## src/pcc_pkg.sv

```systemverilog
// Constants, types and field layout for the PLL configuration control block
// ****************************************************************************
// ****************************************************************************
package pcc_pkg;
	// ************************************************************************
	// Register indices; byte address is four times the index
	// ************************************************************************
	localparam int          IDX_PLL_CTRL  = 'h010;      // Power, polarity, pump mode
	localparam int          IDX_ABL       = 'h017;      // Antibacklash and pump current
	localparam int          IDX_CAL       = 'h018;      // VCO calibration request
	localparam int          IDX_SRC       = 'h1E1;      // Distribution source select
	localparam int          IDX_UPDATE    = 'h232;      // Settings update strobe
	localparam int          IDX_STATUS    = 'h233;      // Block status, read only
	localparam int          ADDR_W        = 12;         // APB address width
	localparam logic [11:0] ADDR_PLL_CTRL = 12'(IDX_PLL_CTRL * 4);
	localparam logic [11:0] ADDR_ABL      = 12'(IDX_ABL * 4);
	localparam logic [11:0] ADDR_CAL      = 12'(IDX_CAL * 4);
	localparam logic [11:0] ADDR_SRC      = 12'(IDX_SRC * 4);
	localparam logic [11:0] ADDR_UPDATE   = 12'(IDX_UPDATE * 4);
	localparam logic [11:0] ADDR_STATUS   = 12'(IDX_STATUS * 4);
	// ************************************************************************
	// Field positions
	// ************************************************************************
	localparam int PWR_LSB     = 0;                      // Power field [1:0]
	localparam int POL_BIT     = 7;                      // Detector polarity
	localparam int CPM_LSB     = 4;                      // Pump mode [6:4]
	localparam int ABL_LSB     = 0;                      // Antibacklash [1:0]
	localparam int CUR_LSB     = 2;                      // Pump current [4:2]
	localparam int CAL_BIT     = 0;                      // Calibration request
	localparam int BYP_BIT     = 0;                      // VCO divider bypass
	localparam int VCO_BIT     = 1;                      // Internal VCO select
	localparam int UPDATE_BIT  = 0;                      // Update strobe bit
	// ************************************************************************
	// Reset values: PLL off, divider used, external clock selected
	// ************************************************************************
	localparam logic [7:0] RST_PLL_CTRL = 8'h01;
	localparam logic [7:0] RST_ABL      = 8'h00;
	localparam logic [7:0] RST_CAL      = 8'h00;
	localparam logic [7:0] RST_SRC      = 8'h00;
	// ************************************************************************
	// Encodings
	// ************************************************************************
	localparam logic [1:0] PWR_NORMAL   = 2'h0;          // PLL on
	localparam logic [1:0] PWR_ASYNC_PD = 2'h1;          // PLL off
	localparam logic [2:0] CPM_NORMAL   = 3'h0;          // Locking operation
	localparam logic [2:0] CPM_UP       = 3'h1;          // Test: forced up
	localparam logic [2:0] CPM_DOWN     = 3'h2;          // Test: forced down
	localparam logic [2:0] CPM_HIGHZ    = 3'h3;          // Holdover
	localparam int         PUMP_LSB_UA  = 600;           // Nominal current step
	localparam int         CAL_CYCLES_DEF = 1024;        // Calibration run length
	// Antibacklash code
	typedef logic [1:0] pccAbl_t;
	// Calibration sequencer, Gray along the usual path
	typedef enum logic [1:0]
	{
		CAL_IDLE = 2'h0,
		CAL_RUN  = 2'h1,
		CAL_DONE = 2'h3
	} pccCal_e;
	// Settings that steer the loop and the routing
	typedef struct packed
	{
		logic [1:0] pllPower;                            // Power state
		logic       pdNegative;                          // Polarity
		logic [2:0] pumpMode;                            // Pump mode
		pccAbl_t    antibacklash;                        // Overlap width
		logic [2:0] pumpCurrent;                         // Current step
		logic       calRequest;                          // Calibration bit
		logic       divBypass;                           // Skip VCO divider
		logic       srcInternalVco;                      // Internal VCO source
	} pccCfg_s;
endpackage

```

## src/pcc_phase_detector.sv

```systemverilog
// Phase frequency detector with programmable antibacklash overlap
`timescale 1ns/100ps
module pcc_phase_detector
(
	input  wire logic           clk,        // System clock
	input  wire logic           rst_n,      // Async reset, active low
	input  wire logic           enable,     // PLL running
	input  wire logic           refRise,    // Reference divider edge pulse
	input  wire logic           fbRise,     // Feedback divider edge pulse
	input  wire pcc_pkg::pccAbl_t abWidth,  // Overlap width code
	output logic                up,         // Pump up request
	output logic                down        // Pump down request
);
	import pcc_pkg::*;

	logic    upQ;                           // Up latch
	logic    downQ;                         // Down latch
	pccAbl_t abCnt_q;                       // Overlap cycle counter
	logic    bothOn;                        // Both requests active
	logic    clearNow;                      // Overlap finished

	assign bothOn   = upQ & downQ;
	assign clearNow = bothOn && (abCnt_q == abWidth);
	assign up       = upQ;
	assign down     = downQ;

	// ************************************************************************
	// Edge latches; a new edge wins over the clear
	// ************************************************************************
	always_ff @(posedge clk or negedge rst_n)
	begin
		if (!rst_n)
		begin
			upQ   <= 1'b0;
			downQ <= 1'b0;
		end
		else if (!enable)
		begin
			upQ   <= 1'b0;
			downQ <= 1'b0;
		end
		else
		begin
			upQ   <= refRise | (upQ & ~clearNow);
			downQ <= fbRise | (downQ & ~clearNow);
		end
	end

	// ************************************************************************
	// Overlap counter: both stay on for abWidth+1 cycles
	// ************************************************************************
	always_ff @(posedge clk or negedge rst_n)
	begin
		if (!rst_n)
			abCnt_q <= '0;
		else if (!bothOn || clearNow)
			abCnt_q <= '0;
		else
			abCnt_q <= abCnt_q + 2'h1;
	end
endmodule

```

## src/pcc_pll_config_control.sv

```systemverilog
// PLL configuration control: APB registers, staging, update, pump and calibration
//
// The APB register port is this design's own decision.
`timescale 1ns/100ps
module pcc_pll_config_control
#(
	parameter int CAL_CYCLES = pcc_pkg::CAL_CYCLES_DEF   // Calibration length
)
(
	input  wire logic          clk,            // 50 MHz system clock
	input  wire logic          rst_n,          // Async reset, active low
	input  wire logic          psel,           // APB select
	input  wire logic          penable,        // APB enable
	input  wire logic          pwrite,         // APB write
	input  wire logic [11:0]   paddr,          // APB byte address
	input  wire logic [31:0]   pwdata,         // APB write data
	output logic [31:0]        prdata,         // APB read data
	output logic               pready,         // APB ready
	output logic               pslverr,        // APB error, unmapped address
	input  wire logic          refPresentPin,  // Reference input has signal
	input  wire logic          vcoDivRunPin,   // VCO divider toggling
	input  wire logic          refDivPin,      // Reference divider output
	input  wire logic          fbDivPin,       // Feedback divider output
	output pcc_pkg::pccCfg_s   activeCfg,      // Settings in force
	output logic               pllEnabled,     // PLL powered
	output logic               pumpUp,         // Pump sourcing
	output logic               pumpDown,       // Pump sinking
	output logic               pumpHighZ,      // Pump tri-stated
	output logic               calBusy,        // Calibration running
	output logic               calDone         // Calibration finished
);
	import pcc_pkg::*;

	// ************************************************************************
	// Elaboration check
	// ************************************************************************
	if (CAL_CYCLES < 1 || CAL_CYCLES > 65535)
	begin : g_chk
		$error("CAL_CYCLES out of range");
	end

	// ************************************************************************
	// Declarations
	// ************************************************************************
	logic [7:0]  stPll_q;                      // Staged power/polarity/pump
	logic [7:0]  stAbl_q;                      // Staged antibacklash/current
	logic [7:0]  stCal_q;                      // Staged calibration
	logic [7:0]  stSrc_q;                      // Staged source select
	pccCfg_s     stagedCfg;                    // Staged settings view
	pccCfg_s     active_q;                     // Settings in force
	logic        pllEn_q;                      // PLL on flag
	logic [31:0] prdata_q;                     // Read data register
	logic        pready_q;                     // Ready register
	logic        pslverr_q;                    // Error register
	logic        setupPh;                      // APB setup phase
	logic        wrEn;                         // Write accepted this edge
	logic        updateWr;                     // Update strobe accepted
	logic [3:0]  syncA_q;                      // Pin sync stage one
	logic [3:0]  syncB_q;                      // Pin sync stage two
	logic [3:0]  syncC_q;                      // Pin sync stage three
	logic [3:0]  pinStable_q;                  // Agreed pin levels
	logic [3:0]  pinStable_d;                  // Next agreed levels
	logic        refPresent;                   // Reference present
	logic        vcoDivRun;                    // Divider running
	logic        refPrev_q;                    // Reference divider last level
	logic        fbPrev_q;                     // Feedback divider last level
	logic        refRise;                      // Reference edge
	logic        fbRise;                       // Feedback edge
	logic        pfdUp;                        // Detector up
	logic        pfdDown;                      // Detector down
	logic        swapPol;                      // Inverted tuning slope
	logic        pumpUp_q;                     // Pump up register
	logic        pumpDown_q;                   // Pump down register
	logic        pumpHighZ_q;                  // Pump high-Z register
	pccCal_e     calSt_q;                      // Calibration state
	logic [15:0] calCnt_q;                     // Calibration counter
	logic        calStart;                     // Calibration begins
	logic        calStop;                      // Calibration reset

	// ************************************************************************
	// Helper functions
	// ************************************************************************
	// Address decode for any mapped register
	function automatic logic isMapped(input logic [11:0] a);
		isMapped = (a == ADDR_PLL_CTRL) || (a == ADDR_ABL) || (a == ADDR_CAL) ||
			(a == ADDR_SRC) || (a == ADDR_UPDATE) || (a == ADDR_STATUS);
	endfunction

	// Assemble settings from the four staged bytes
	function automatic pccCfg_s packCfg(input logic [7:0] p, input logic [7:0] b,
		input logic [7:0] c, input logic [7:0] s);
		pccCfg_s r;
		r.pllPower       = p[PWR_LSB +: 2];
		r.pdNegative     = p[POL_BIT];
		r.pumpMode       = p[CPM_LSB +: 3];
		r.antibacklash   = b[ABL_LSB +: 2];
		r.pumpCurrent    = b[CUR_LSB +: 3];
		r.calRequest     = c[CAL_BIT];
		r.divBypass      = s[BYP_BIT];
		r.srcInternalVco = s[VCO_BIT];
		packCfg = r;
	endfunction

	assign setupPh   = psel & ~penable;
	assign wrEn      = psel & penable & pready_q & pwrite;
	assign updateWr  = wrEn && (paddr == ADDR_UPDATE) && pwdata[UPDATE_BIT];
	assign stagedCfg = packCfg(stPll_q, stAbl_q, stCal_q, stSrc_q);

	// ************************************************************************
	// APB answer: ready in the access phase, data and error set up ahead
	// ************************************************************************
	always_ff @(posedge clk or negedge rst_n)
	begin
		if (!rst_n)
		begin
			pready_q  <= 1'b0;
			pslverr_q <= 1'b0;
		end
		else
		begin
			pready_q  <= setupPh;
			pslverr_q <= setupPh & ~isMapped(paddr);
		end
	end

	// Read mux, captured during setup
	always_ff @(posedge clk or negedge rst_n)
	begin
		if (!rst_n)
			prdata_q <= '0;
		else if (setupPh && !pwrite)
		begin
			case (paddr)
				ADDR_PLL_CTRL: prdata_q <= {24'h000000, stPll_q};
				ADDR_ABL:      prdata_q <= {24'h000000, stAbl_q};
				ADDR_CAL:      prdata_q <= {24'h000000, stCal_q};
				ADDR_SRC:      prdata_q <= {24'h000000, stSrc_q};
				// Block state
				ADDR_STATUS:   prdata_q <= {26'h0, vcoDivRun, refPresent,
					pllEn_q, calDone, calBusy, active_q.srcInternalVco};
				// Update strobe and unmapped read as zero
				default:       prdata_q <= '0;
			endcase
		end
	end

	// ************************************************************************
	// Staging registers; software writes never reach the loop directly
	// ************************************************************************
	always_ff @(posedge clk or negedge rst_n)
	begin
		if (!rst_n)
		begin
			stPll_q <= RST_PLL_CTRL;
			stAbl_q <= RST_ABL;
			stCal_q <= RST_CAL;
			stSrc_q <= RST_SRC;
		end
		else if (wrEn)
		begin
			case (paddr)
				ADDR_PLL_CTRL: stPll_q <= pwdata[7:0];
				ADDR_ABL:      stAbl_q <= pwdata[7:0];
				ADDR_CAL:      stCal_q <= pwdata[7:0];
				ADDR_SRC:      stSrc_q <= pwdata[7:0];
				// Others hold
				default:       stPll_q <= stPll_q;
			endcase
		end
	end

	// ************************************************************************
	// Active copy: loaded only by the update strobe
	// ************************************************************************
	always_ff @(posedge clk or negedge rst_n)
	begin
		if (!rst_n)
		begin
			active_q <= packCfg(RST_PLL_CTRL, RST_ABL, RST_CAL, RST_SRC);
			pllEn_q  <= 1'b0;
		end
		else if (updateWr)
		begin
			active_q <= stagedCfg;
			pllEn_q  <= (stagedCfg.pllPower == PWR_NORMAL);
		end
	end

	// ************************************************************************
	// Pin synchronisers: a change counts once stages two and three agree
	// ************************************************************************
	always_ff @(posedge clk or negedge rst_n)
	begin
		if (!rst_n)
		begin
			syncA_q     <= '0;
			syncB_q     <= '0;
			syncC_q     <= '0;
			pinStable_q <= '0;
		end
		else
		begin
			syncA_q     <= {fbDivPin, refDivPin, vcoDivRunPin, refPresentPin};
			syncB_q     <= syncA_q;
			syncC_q     <= syncB_q;
			pinStable_q <= pinStable_d;
		end
	end

	assign pinStable_d = (~(syncB_q ^ syncC_q) & syncC_q) | ((syncB_q ^ syncC_q) & pinStable_q);
	assign refPresent  = pinStable_q[0];
	assign vcoDivRun   = pinStable_q[1];

	// Divider edge detection on the agreed levels
	always_ff @(posedge clk or negedge rst_n)
	begin
		if (!rst_n)
		begin
			refPrev_q <= 1'b0;
			fbPrev_q  <= 1'b0;
		end
		else
		begin
			refPrev_q <= pinStable_q[2];
			fbPrev_q  <= pinStable_q[3];
		end
	end

	assign refRise = pinStable_q[2] & ~refPrev_q;
	assign fbRise  = pinStable_q[3] & ~fbPrev_q;

	// ************************************************************************
	// Phase frequency detector
	// ************************************************************************
	pcc_phase_detector u_pfd
	(
		.clk     (clk),
		.rst_n   (rst_n),
		.enable  (pllEn_q),
		.refRise (refRise),
		.fbRise  (fbRise),
		.abWidth (active_q.antibacklash),
		.up      (pfdUp),
		.down    (pfdDown)
	);

	// Polarity only matters for an external oscillator
	assign swapPol = active_q.pdNegative & ~active_q.srcInternalVco;

	// ************************************************************************
	// Charge pump drive
	// ************************************************************************
	always_ff @(posedge clk or negedge rst_n)
	begin
		if (!rst_n)
		begin
			pumpUp_q    <= 1'b0;
			pumpDown_q  <= 1'b0;
			pumpHighZ_q <= 1'b1;
		end
		else if (!pllEn_q)
		begin
			// PLL off: loop open
			pumpUp_q    <= 1'b0;
			pumpDown_q  <= 1'b0;
			pumpHighZ_q <= 1'b1;
		end
		else
		begin
			case (active_q.pumpMode)
				CPM_NORMAL:
				begin
					pumpUp_q    <= swapPol ? pfdDown : pfdUp;
					pumpDown_q  <= swapPol ? pfdUp : pfdDown;
					pumpHighZ_q <= 1'b0;
				end
				CPM_UP:
				begin
					pumpUp_q    <= 1'b1;
					pumpDown_q  <= 1'b0;
					pumpHighZ_q <= 1'b0;
				end
				CPM_DOWN:
				begin
					pumpUp_q    <= 1'b0;
					pumpDown_q  <= 1'b1;
					pumpHighZ_q <= 1'b0;
				end
				// High-Z holdover and unused codes
				default:
				begin
					pumpUp_q    <= 1'b0;
					pumpDown_q  <= 1'b0;
					pumpHighZ_q <= 1'b1;
				end
			endcase
		end
	end

	// ************************************************************************
	// VCO calibration: starts on update that raises the request bit
	// ************************************************************************
	assign calStart = updateWr && stagedCfg.calRequest && !active_q.calRequest;
	assign calStop  = updateWr && !stagedCfg.calRequest;

	always_ff @(posedge clk or negedge rst_n)
	begin
		if (!rst_n)
		begin
			calSt_q  <= CAL_IDLE;
			calCnt_q <= '0;
		end
		else if (calStop)
		begin
			// Clearing the bit resets calibration
			calSt_q  <= CAL_IDLE;
			calCnt_q <= '0;
		end
		else
		begin
			case (calSt_q)
				CAL_IDLE:
				begin
					if (calStart)
						calSt_q <= CAL_RUN;
					calCnt_q <= '0;
				end
				CAL_RUN:
				begin
					// Progress only with reference present and divider running
					if (refPresent && vcoDivRun)
					begin
						if (calCnt_q == 16'(CAL_CYCLES - 1))
							calSt_q <= CAL_DONE;
						calCnt_q <= calCnt_q + 16'h0001;
					end
				end
				CAL_DONE:
					calSt_q <= CAL_DONE;
				default:
					calSt_q <= CAL_IDLE;
			endcase
		end
	end

	// ************************************************************************
	// Outputs
	// ************************************************************************
	assign prdata     = prdata_q;
	assign pready     = pready_q;
	assign pslverr    = pslverr_q;
	assign activeCfg  = active_q;
	assign pllEnabled = pllEn_q;
	assign pumpUp     = pumpUp_q;
	assign pumpDown   = pumpDown_q;
	assign pumpHighZ  = pumpHighZ_q;
	assign calBusy    = (calSt_q == CAL_RUN);
	assign calDone    = (calSt_q == CAL_DONE);
endmodule

```

## config.mk

```make
export PLATFORM = sky130hd
export DESIGN_NAME = pcc_pll_config_control
export DESIGN_NICKNAME = d
export VERILOG_FILES = /design/src/pcc_pkg.sv /design/src/pcc_phase_detector.sv /design/src/pcc_pll_config_control.sv
export SDC_FILE = /design/constraint.sdc
export NUM_CORES = 1
export LEC_CHECK = 0
export BUFFER_PORTS_ARGS = -buffer_cell sky130_fd_sc_hd__buf_2
export CAP_MARGIN = 25
export CORE_AREA = 2 2 110 112
export DETAILED_ROUTE_END_ITERATION = 8
export DIE_AREA = 0 0 112 114
export HOLD_SLACK_MARGIN = 0.08
export SLEW_MARGIN = 20
export SYNTH_ARGS = -nofsm -noshare
export SYNTH_HDL_FRONTEND = slang
export SYNTH_HIERARCHICAL = 1
export SYNTH_SLANG_ARGS = --single-unit
```

## constraint.sdc

```tcl
create_clock -name clk -period 2.36 [get_ports clk]
set_input_delay 0.472 -clock clk [delete_from_list [all_inputs] [get_ports clk]]
set_output_delay 0.472 -clock clk [all_outputs]
set_load 0.05 [all_outputs]
```

==> results of run 1 <==
==> cells by family (layout without fill, tap and decap cells) <==
kind of cell / count (synthesis) / after routing / synth area share (%)
other: 1 / 24 / 0.08216
xor gates and xnor gates: 11 / 11 / 2.111
and+or+nand+nor: 113 / 113 / 14.91
AOI/OAI and AO/OA: 49 / 49 / 7.539
DFF: 100 / 100 / 54.91
adders and majority gates: 5 / 5 / 1.151
buffers and inverters: 40 / 96 / 5.482
muxes: 56 / 56 / 13.82
==> cell usage after synthesis (5+ instances only) <==
| library cell | count | area, um^2 |
|---|---|---|
| mux2_1 | 38 | 427.9 |
| clkbuf_1 | 6 | 22.52 |
| buf_4 | 26 | 195.2 |
| nand2_1 | 17 | 63.81 |
| nor2_1 | 26 | 97.59 |
| xor2_1 | 5 | 43.79 |
| mux2_2 | 18 | 202.7 |
| nor2b_1 | 5 | 31.28 |
| nand3_1 | 6 | 30.03 |
| nand4_1 | 5 | 31.28 |
| and4_1 | 5 | 43.79 |
| dfrtp_1 | 97 | 2427 |
| or4_1 | 5 | 37.54 |
| xnor2_1 | 6 | 52.55 |
| nor3_1 | 11 | 55.05 |
| a22oi_1 | 8 | 60.06 |
| inv_1 | 6 | 22.52 |
| a21oi_1 | 6 | 30.03 |
| a31oi_1 | 16 | 100.1 |
==> power by group through the flow <==
stage          Clock [mW]  Combinational (mW)  Sequential (mW)
2_1_floorplan           0               0.176             1.89
3_3_place_gp            0               0.343             1.82
3_5_place_dp            0               0.347             1.82
4_1_cts              1.59               0.349             1.78
5_1_grt              1.65               0.373             1.79
6_report             1.54               0.346             1.78
==> per-stage QoR <==
stage / cell area (um^2) / utilization (%)
after global routing: 5356 / 45.74
after CTS: 5356 / 45.74
after floorplan: 4651 / -
final: 5356 / 45.74
after global placement: 5025 / 42.91
after detailed placement: 5025 / 42.91
==> registers in the layout (all words and copies together) (netlist names), 4 cells and up, named ones only <==
register   count
syncA_q        4
stAbl_q        8
activeCfg     14
calCnt_q      16
stCal_q        8
syncB_q        4
stSrc_q        8
stPll_q        8
prdata         8
syncC_q        4
==> what timing repair did <==
| action | CTS | global route |
|---|---|---|
| setup endpoints to repair | 0 | 0 |
| resized for setup | 0 | 0 |
| hold buffers | 1 | 0 |
| endpoints found under the hold margin | 24 | 0 |
==> final timing paths <==
kind / to / slack [ns] / cells after the start
setup / recovery: calBusy / 0.38 / 2
hold / removal: syncA_q[1]$_DFF_PN0_ / 0.23 / 1
setup reg to reg: calCnt_q[15]$_DFFE_PN0P_ / 0.57 / 4
hold reg to reg: syncB_q[3]$_DFF_PN0_ / 0.35 / 0
max in group asynchronous: activeCfg[12]$_DFFE_PN1N_ / 1.12 / 3
min in group asynchronous: stCal_q[5]$_DFFE_PN0P_ / 0.59 / 2
==> cell type report <==
cell class	count	area, um^2
fill	1111	6355
clock inverter	4	55.05
multi-input combinational	258	1894
inverter	6	22.52
tap	147	183.9
clock buffer	12	266.5
sequential	100	2506
timing repair buffer	74	427.9
==> placed cells by master (no fill, tap or decap), drive strengths merged, types with 2 or more instances in the layout <==
master and count:
a31oi 16, xor2 5, and3b 2, a22oi 8
inv 7, o31ai 4, nand2b 4, a21oi 6
buf 73, clkbuf 12, nand2 17, dfrtp 97
and2 3, nor4 5, conb 24, or4 5
nor2b 5, nand4b 2, nand3 8, o21ai 4
and4 5, nor2 27, maj3 4, xnor2 6
a32oi 2, nand3b 4, nor3 12, or4b 2
dfstp 3, mux2 56, nand4 5
==> worst max-delay path: stages, from the launching register on <==
cell and delay (ns):
dfrtp_1 0.51, nor2b_1 0.32, buf_2 0.33
==> routing by layer <==
layer,wire (um),track usage [%]
met1,4557,21.49
met2,4582,25.05
met3,386,3.985
met4,138,5.203
met5,0,0
==> metrics.md, run 1 <==
| Metric | Value |
|---|---|
| Switch Pwr | 0.9272 mW |
| P_int | 2.747 mW |
| PwrDens | 686.0 nW/um^2 |
| Fraction of layout cells with a size suffix above 1 | 26.43% |
| DR WL/cell | 16.08 um |
| Clk pin slew, worst setup/hold paths | 0.07 ns |
| CTS tree | yes |
| Hold Crit Class | in -> reg |
| EDFF count, synth | 0 |
| Postcts setup bufs | 0 |
| Slack of the critical path | 0.3848 ns |
| Clock power share | 42.0% |
| CTS H-tree depth | 3 |
| Detail Route Antenna Nets | 0 |
| DR vias | 3107 |
| CTS buffer count | 9 |
| Die footprint | 12770 um^2 |
| Post-synthesis sequential area ratio | 54.91% |
| Max-slew violation count | 0 |
| Vias per inst | 5.170 |
| Mapped Area | 4564 um^2 |
| Worst Hold Slack | 0.2326 ns |
| Power, Total | 3.674 mW |
| Crit Path Category | reg -> out |
| Core area | 11710 um^2 |
| Area Growth Syn to Fin | 17.35% |
| Routed WL | 9664 um |
| Maximum vdd ir drop | 0.5614 mV |
| Initial antenna violation count | 0 |
| Final nets | 503 |
| Mapped Avg Cell Area | 12.17 um^2 |
| # setup viols final | 0 |
| Largest net degree at the start of global routing | 57 |
| Comb pwr share | 9.4% |
| Commonest register cell after synthesis | dfrtp_1 |
| IO Pins | 107 |
| Total grt overflow | 0 |
| GRT Resource Usage Total | 15.82% |
| N_diodes | 0 |
| Period Utilization, post-route | 83.69% |
| Fraction of registers with async set/reset | 100.0% |
| Clock sink count | 100 |
| Row cnt | 40 |
| Drt initial violations | 266 |
| Worst skew pair latency | 0.34 ns |
| Synth Instances | 375 |
| Achievable Freq | 506.3 MHz |
| DPL Wire Length | 6749 um |
| Static leakage | 2.526 nW |
| Setup_tns | 0 ns |
| Yosys warnings | 6 |
| Starting density of the core | 38.97% |
| Hold_sp | vcoDivRunPin |
| Vias in the first global route | 3047 |
| Post-place setup slack | 0.2326 ns |
| Endpoint class of the critical path | primary output |
| Clock buffer depth | 2 |
| Post-route non-filler standard cell count | 601 |
| IO Port Bufs | 58 |
| CTS root buf | clkbuf_16 |
| Register bit total from synthesis | 100 |
| Hold violation total from the final report | 0 |
| DR pass1 iterations | 4 |
| Cell Count Post-Placement | 584 |
| First-pass GRT wire length | 15730 um |
| Max cap viols | 0 |
| Run status | finished, final reports clean |
| Sequential group share of total power | 48.6% |
| Die Ht | 114 um |
| Min cycle time layout | 1.975 ns |
| RSZ-0062 raised after global routing | false |
| Die X | 112 um |
| Worst-path maximum fanout | 11 |
| Sw Share | 25.23% |
| # DRC | 0 |
| Placer congestion estimate | 0.7979 |
| Worst Path Arrival | 1.50 ns |
| Startpoint types | register |
| Critical path origin | calSt_q[1]$_DFFE_PN0P_ |
| Clock Skews | 0.005676 ns |
| Crit path required time | 1.89 ns |
| Netlist cell types | 55 |
(Power assumes the default switching activity.)
==> run 2: changes to the inputs <==
==> constraint.sdc (replaced) <==
create_clock -name clk -period 1.6 [get_ports clk]
set_input_delay 0.32 -clock clk [delete_from_list [all_inputs] [get_ports clk]]
set_output_delay 0.32 -clock clk [all_outputs]
set_load 0.05 [all_outputs]
==> metrics.md, run 2 (same netlist as run 1, synthesis figures left out) <==
| Metric | Value |
|---|---|
| Core area | 11710 um^2 |
| Sequential group share of total power | 49.3% |
| Initial antenna violation count | 0 |
| PwrDens | 912.0 nW/um^2 |
| R2r worst-path depth | 4 |
| Sw Share | 27.99% |
| Vias in the first global route | 3361 |
| Largest net degree at the start of global routing | 48 |
| Routed WL | 10750 um |
| Worst-path maximum fanout | 6 |
| Crit path required time | 1.28 ns |
| Worst skew pair latency | 0.36 ns |
| Hold_sp | penable |
| CTS tree | yes |
| Final Util | 49.83% |
| CTS H-tree depth | 3 |
| Most frequent cells in the layout | dfrtp_1 (96), buf_2 (55), buf_4 (42) |
| # setup viols final | 0 |
| Die Ht | 114 um |
| DR pass1 iterations | 4 |
| Top reg by flops | calCnt_q |
| Switch Pwr | 1.490 mW |
| Die footprint | 12770 um^2 |
| Clock sink count | 100 |
| Register area | 2507 um^2 |
| IO Port Bufs | 58 |
| Period Utilization, post-route | 97.31% |
| Fraction of layout cells with a size suffix above 1 | 36.03% |
| Hold Path Cell Cnt | 2 |
| Achievable Freq | 642.3 MHz |
| Buf/Inv on CP | 2 |
| CTS buffer count | 9 |
| CP peak stage delay | 0.38 ns |
| IO Pins | 107 |
| Crit Path Category | reg -> out |
| Most common cell after layout, fill and taps aside | dfrtp_1 |
| Endpoint class of the critical path | primary output |
| Fill count | 1057 |
| RSZ-0062 raised after global routing | true |
| Max-slew violation count | 0 |
| Worst Path Arrival | 1.24 ns |
| DR vias | 3301 |
| # DRC | 0 |
| Startpoint of the worst register-to-register path | calCnt_q[8]$_DFFE_PN0P_ |
| Drt initial violations | 128 |
| Final nets | 543 |
| CP max stage cell | dfrtp_1 |
| Maximum vdd ir drop | 0.6309 mV |
| Comb pwr share | 10.9% |
| Max FFs per register | 16 |
| Chain of cells forming the critical path | buf_4 -> and2_4 -> buf_6 |
| DR WL/cell | 16.77 um |
| R2R Setup Slk | 0.05 ns |
| Worst Hold Slack | 0.2008 ns |
| Detail Route Antenna Nets | 0 |
| Hold Crit Class | in -> reg |
| Clock power share | 39.8% |
| N_diodes | 0 |
| GRT Resource Usage Total | 17.60% |
| Max cap viols | 0 |
| Startpoint types | register |
| Hold violation total from the final report | 0 |
| DPL Wire Length | 7763 um |
| Row cnt | 40 |
| Vias per inst | 5.150 |
| Area Growth Syn to Fin | 27.85% |
| Delay-heaviest family, CP | flip-flops |
| Total grt overflow | 0 |
| Hold worst-path end | pready$_DFF_PN0_ |
| Clk pin slew, worst setup/hold paths | 0.07 ns |
| P_int | 3.832 mW |
| Clock Skews | 0.01014 ns |
| Multi-input logic area | 2006 um^2 |
| Clock buffer depth | 2 |
| Static leakage | 2.746 nW |
| Starting density of the core | 38.97% |
| Min cycle time layout | 1.557 ns |
| Placer congestion estimate | 0.7515 |
| First-pass GRT wire length | 17540 um |
| CTS root buf | clkbuf_16 |
| Die X | 112 um |
| Capturing point of the worst reg2reg path | calCnt_q[13]$_DFFE_PN0P_ |
| Run status | finished, final reports clean |
## run 2: cell types whose count changed in the layout (fill, tap and decap cells not counted), moves of 3 or more
cell           delta
buf_4            +27
buf_6             +6
buf_12            +4
dlygate4sd3_1     +4
and4_1            -3
clkbuf_8          -3
mux2_1            -7
mux2_4            +7
## run 2: worst max path at each step
stage	slack, ns	end	depth (start not counted)	from
floorplan	-0.27	activeCfg[10]$_DFFE_PN0N_	6	pready$_DFF_PN0_
global placement	-0.33	stAbl_q[2]$_DFFE_PN0P_	6	paddr[9]
detailed placement	-0.36	stAbl_q[1]$_DFFE_PN0P_	6	paddr[9]
CTS	0.01	calSt_q[1]$_DFFE_PN0P_	4	calCnt_q[12]$_DFFE_PN0P_
global route	-0.03	calCnt_q[14]$_DFFE_PN0P_	6	pready$_DFF_PN0_
finish	0.04	calDone	3	calSt_q[1]$_DFFE_PN0P_
## run 2: per-stage QoR
step | cells | worst slack [ns] | power (mW) | TNS, ns | cell area, um^2
3_5_place_dp | 615 | -0.3629 | 3.243 | -15.90 | 5351
5_1_grt | 641 | -0.02923 | 5.535 | -0.3294 | 5836
4_1_cts | 637 | 0.01030 | 5.374 | 0 | 5728
2_1_floorplan | 398 | -0.2694 | 3.056 | -7.185 | 4712
6_report | 641 | 0.04305 | 5.322 | 0 | 5836
3_3_place_gp | 615 | -0.3344 | 3.233 | -12.86 | 5351
## run 2: area by class of cell
| cell class | instances | area share [%] |
|---|---|---|
| Clock buffer | 9 | 3.859 |
| Clock inverter | 7 | 1.158 |
| Inverter | 6 | 0.3859 |
| Multi-Input combinational cell | 258 | 34.37 |
| Sequential cell | 100 | 42.97 |
| Tap cell | 147 | 3.152 |
| Timing Repair Buffer | 114 | 14.11 |
## run 2: power groups by stage
| stage | clock [mW] | combinational (mW) | sequential [mW] |
|---|---|---|---|
| 3_3_place_gp | 0 | 0.561 | 2.67 |
| 2_1_floorplan | 0 | 0.261 | 2.79 |
| 6_report | 2.12 | 0.578 | 2.63 |
| 4_1_cts | 2.17 | 0.578 | 2.63 |
| 5_1_grt | 2.28 | 0.623 | 2.63 |
| 3_5_place_dp | 0 | 0.567 | 2.68 |
## run 2: per-layer routing
layer / share of wire (%) / global-route usage [%] / up-vias
li1: - / - / 1549
met1: 45 / 23.02 / 1665
met2: 49 / 29.70 / 78
met3: 4.7 / 4.038 / 9
met4: 1.2 / 4.878 / 0
met5: 0 / 0 / -
## run 2: repair_timing
item / CTS / global route
setup buffers: 1 / 3
gates cloned: 0 / 1
gates resized for setup: 7 / 21
pin swaps: 0 / 3
hold buffers: 5 / 0
endpoints found under the setup margin: 3 / 40
endpoints found under the hold margin: 24 / 0
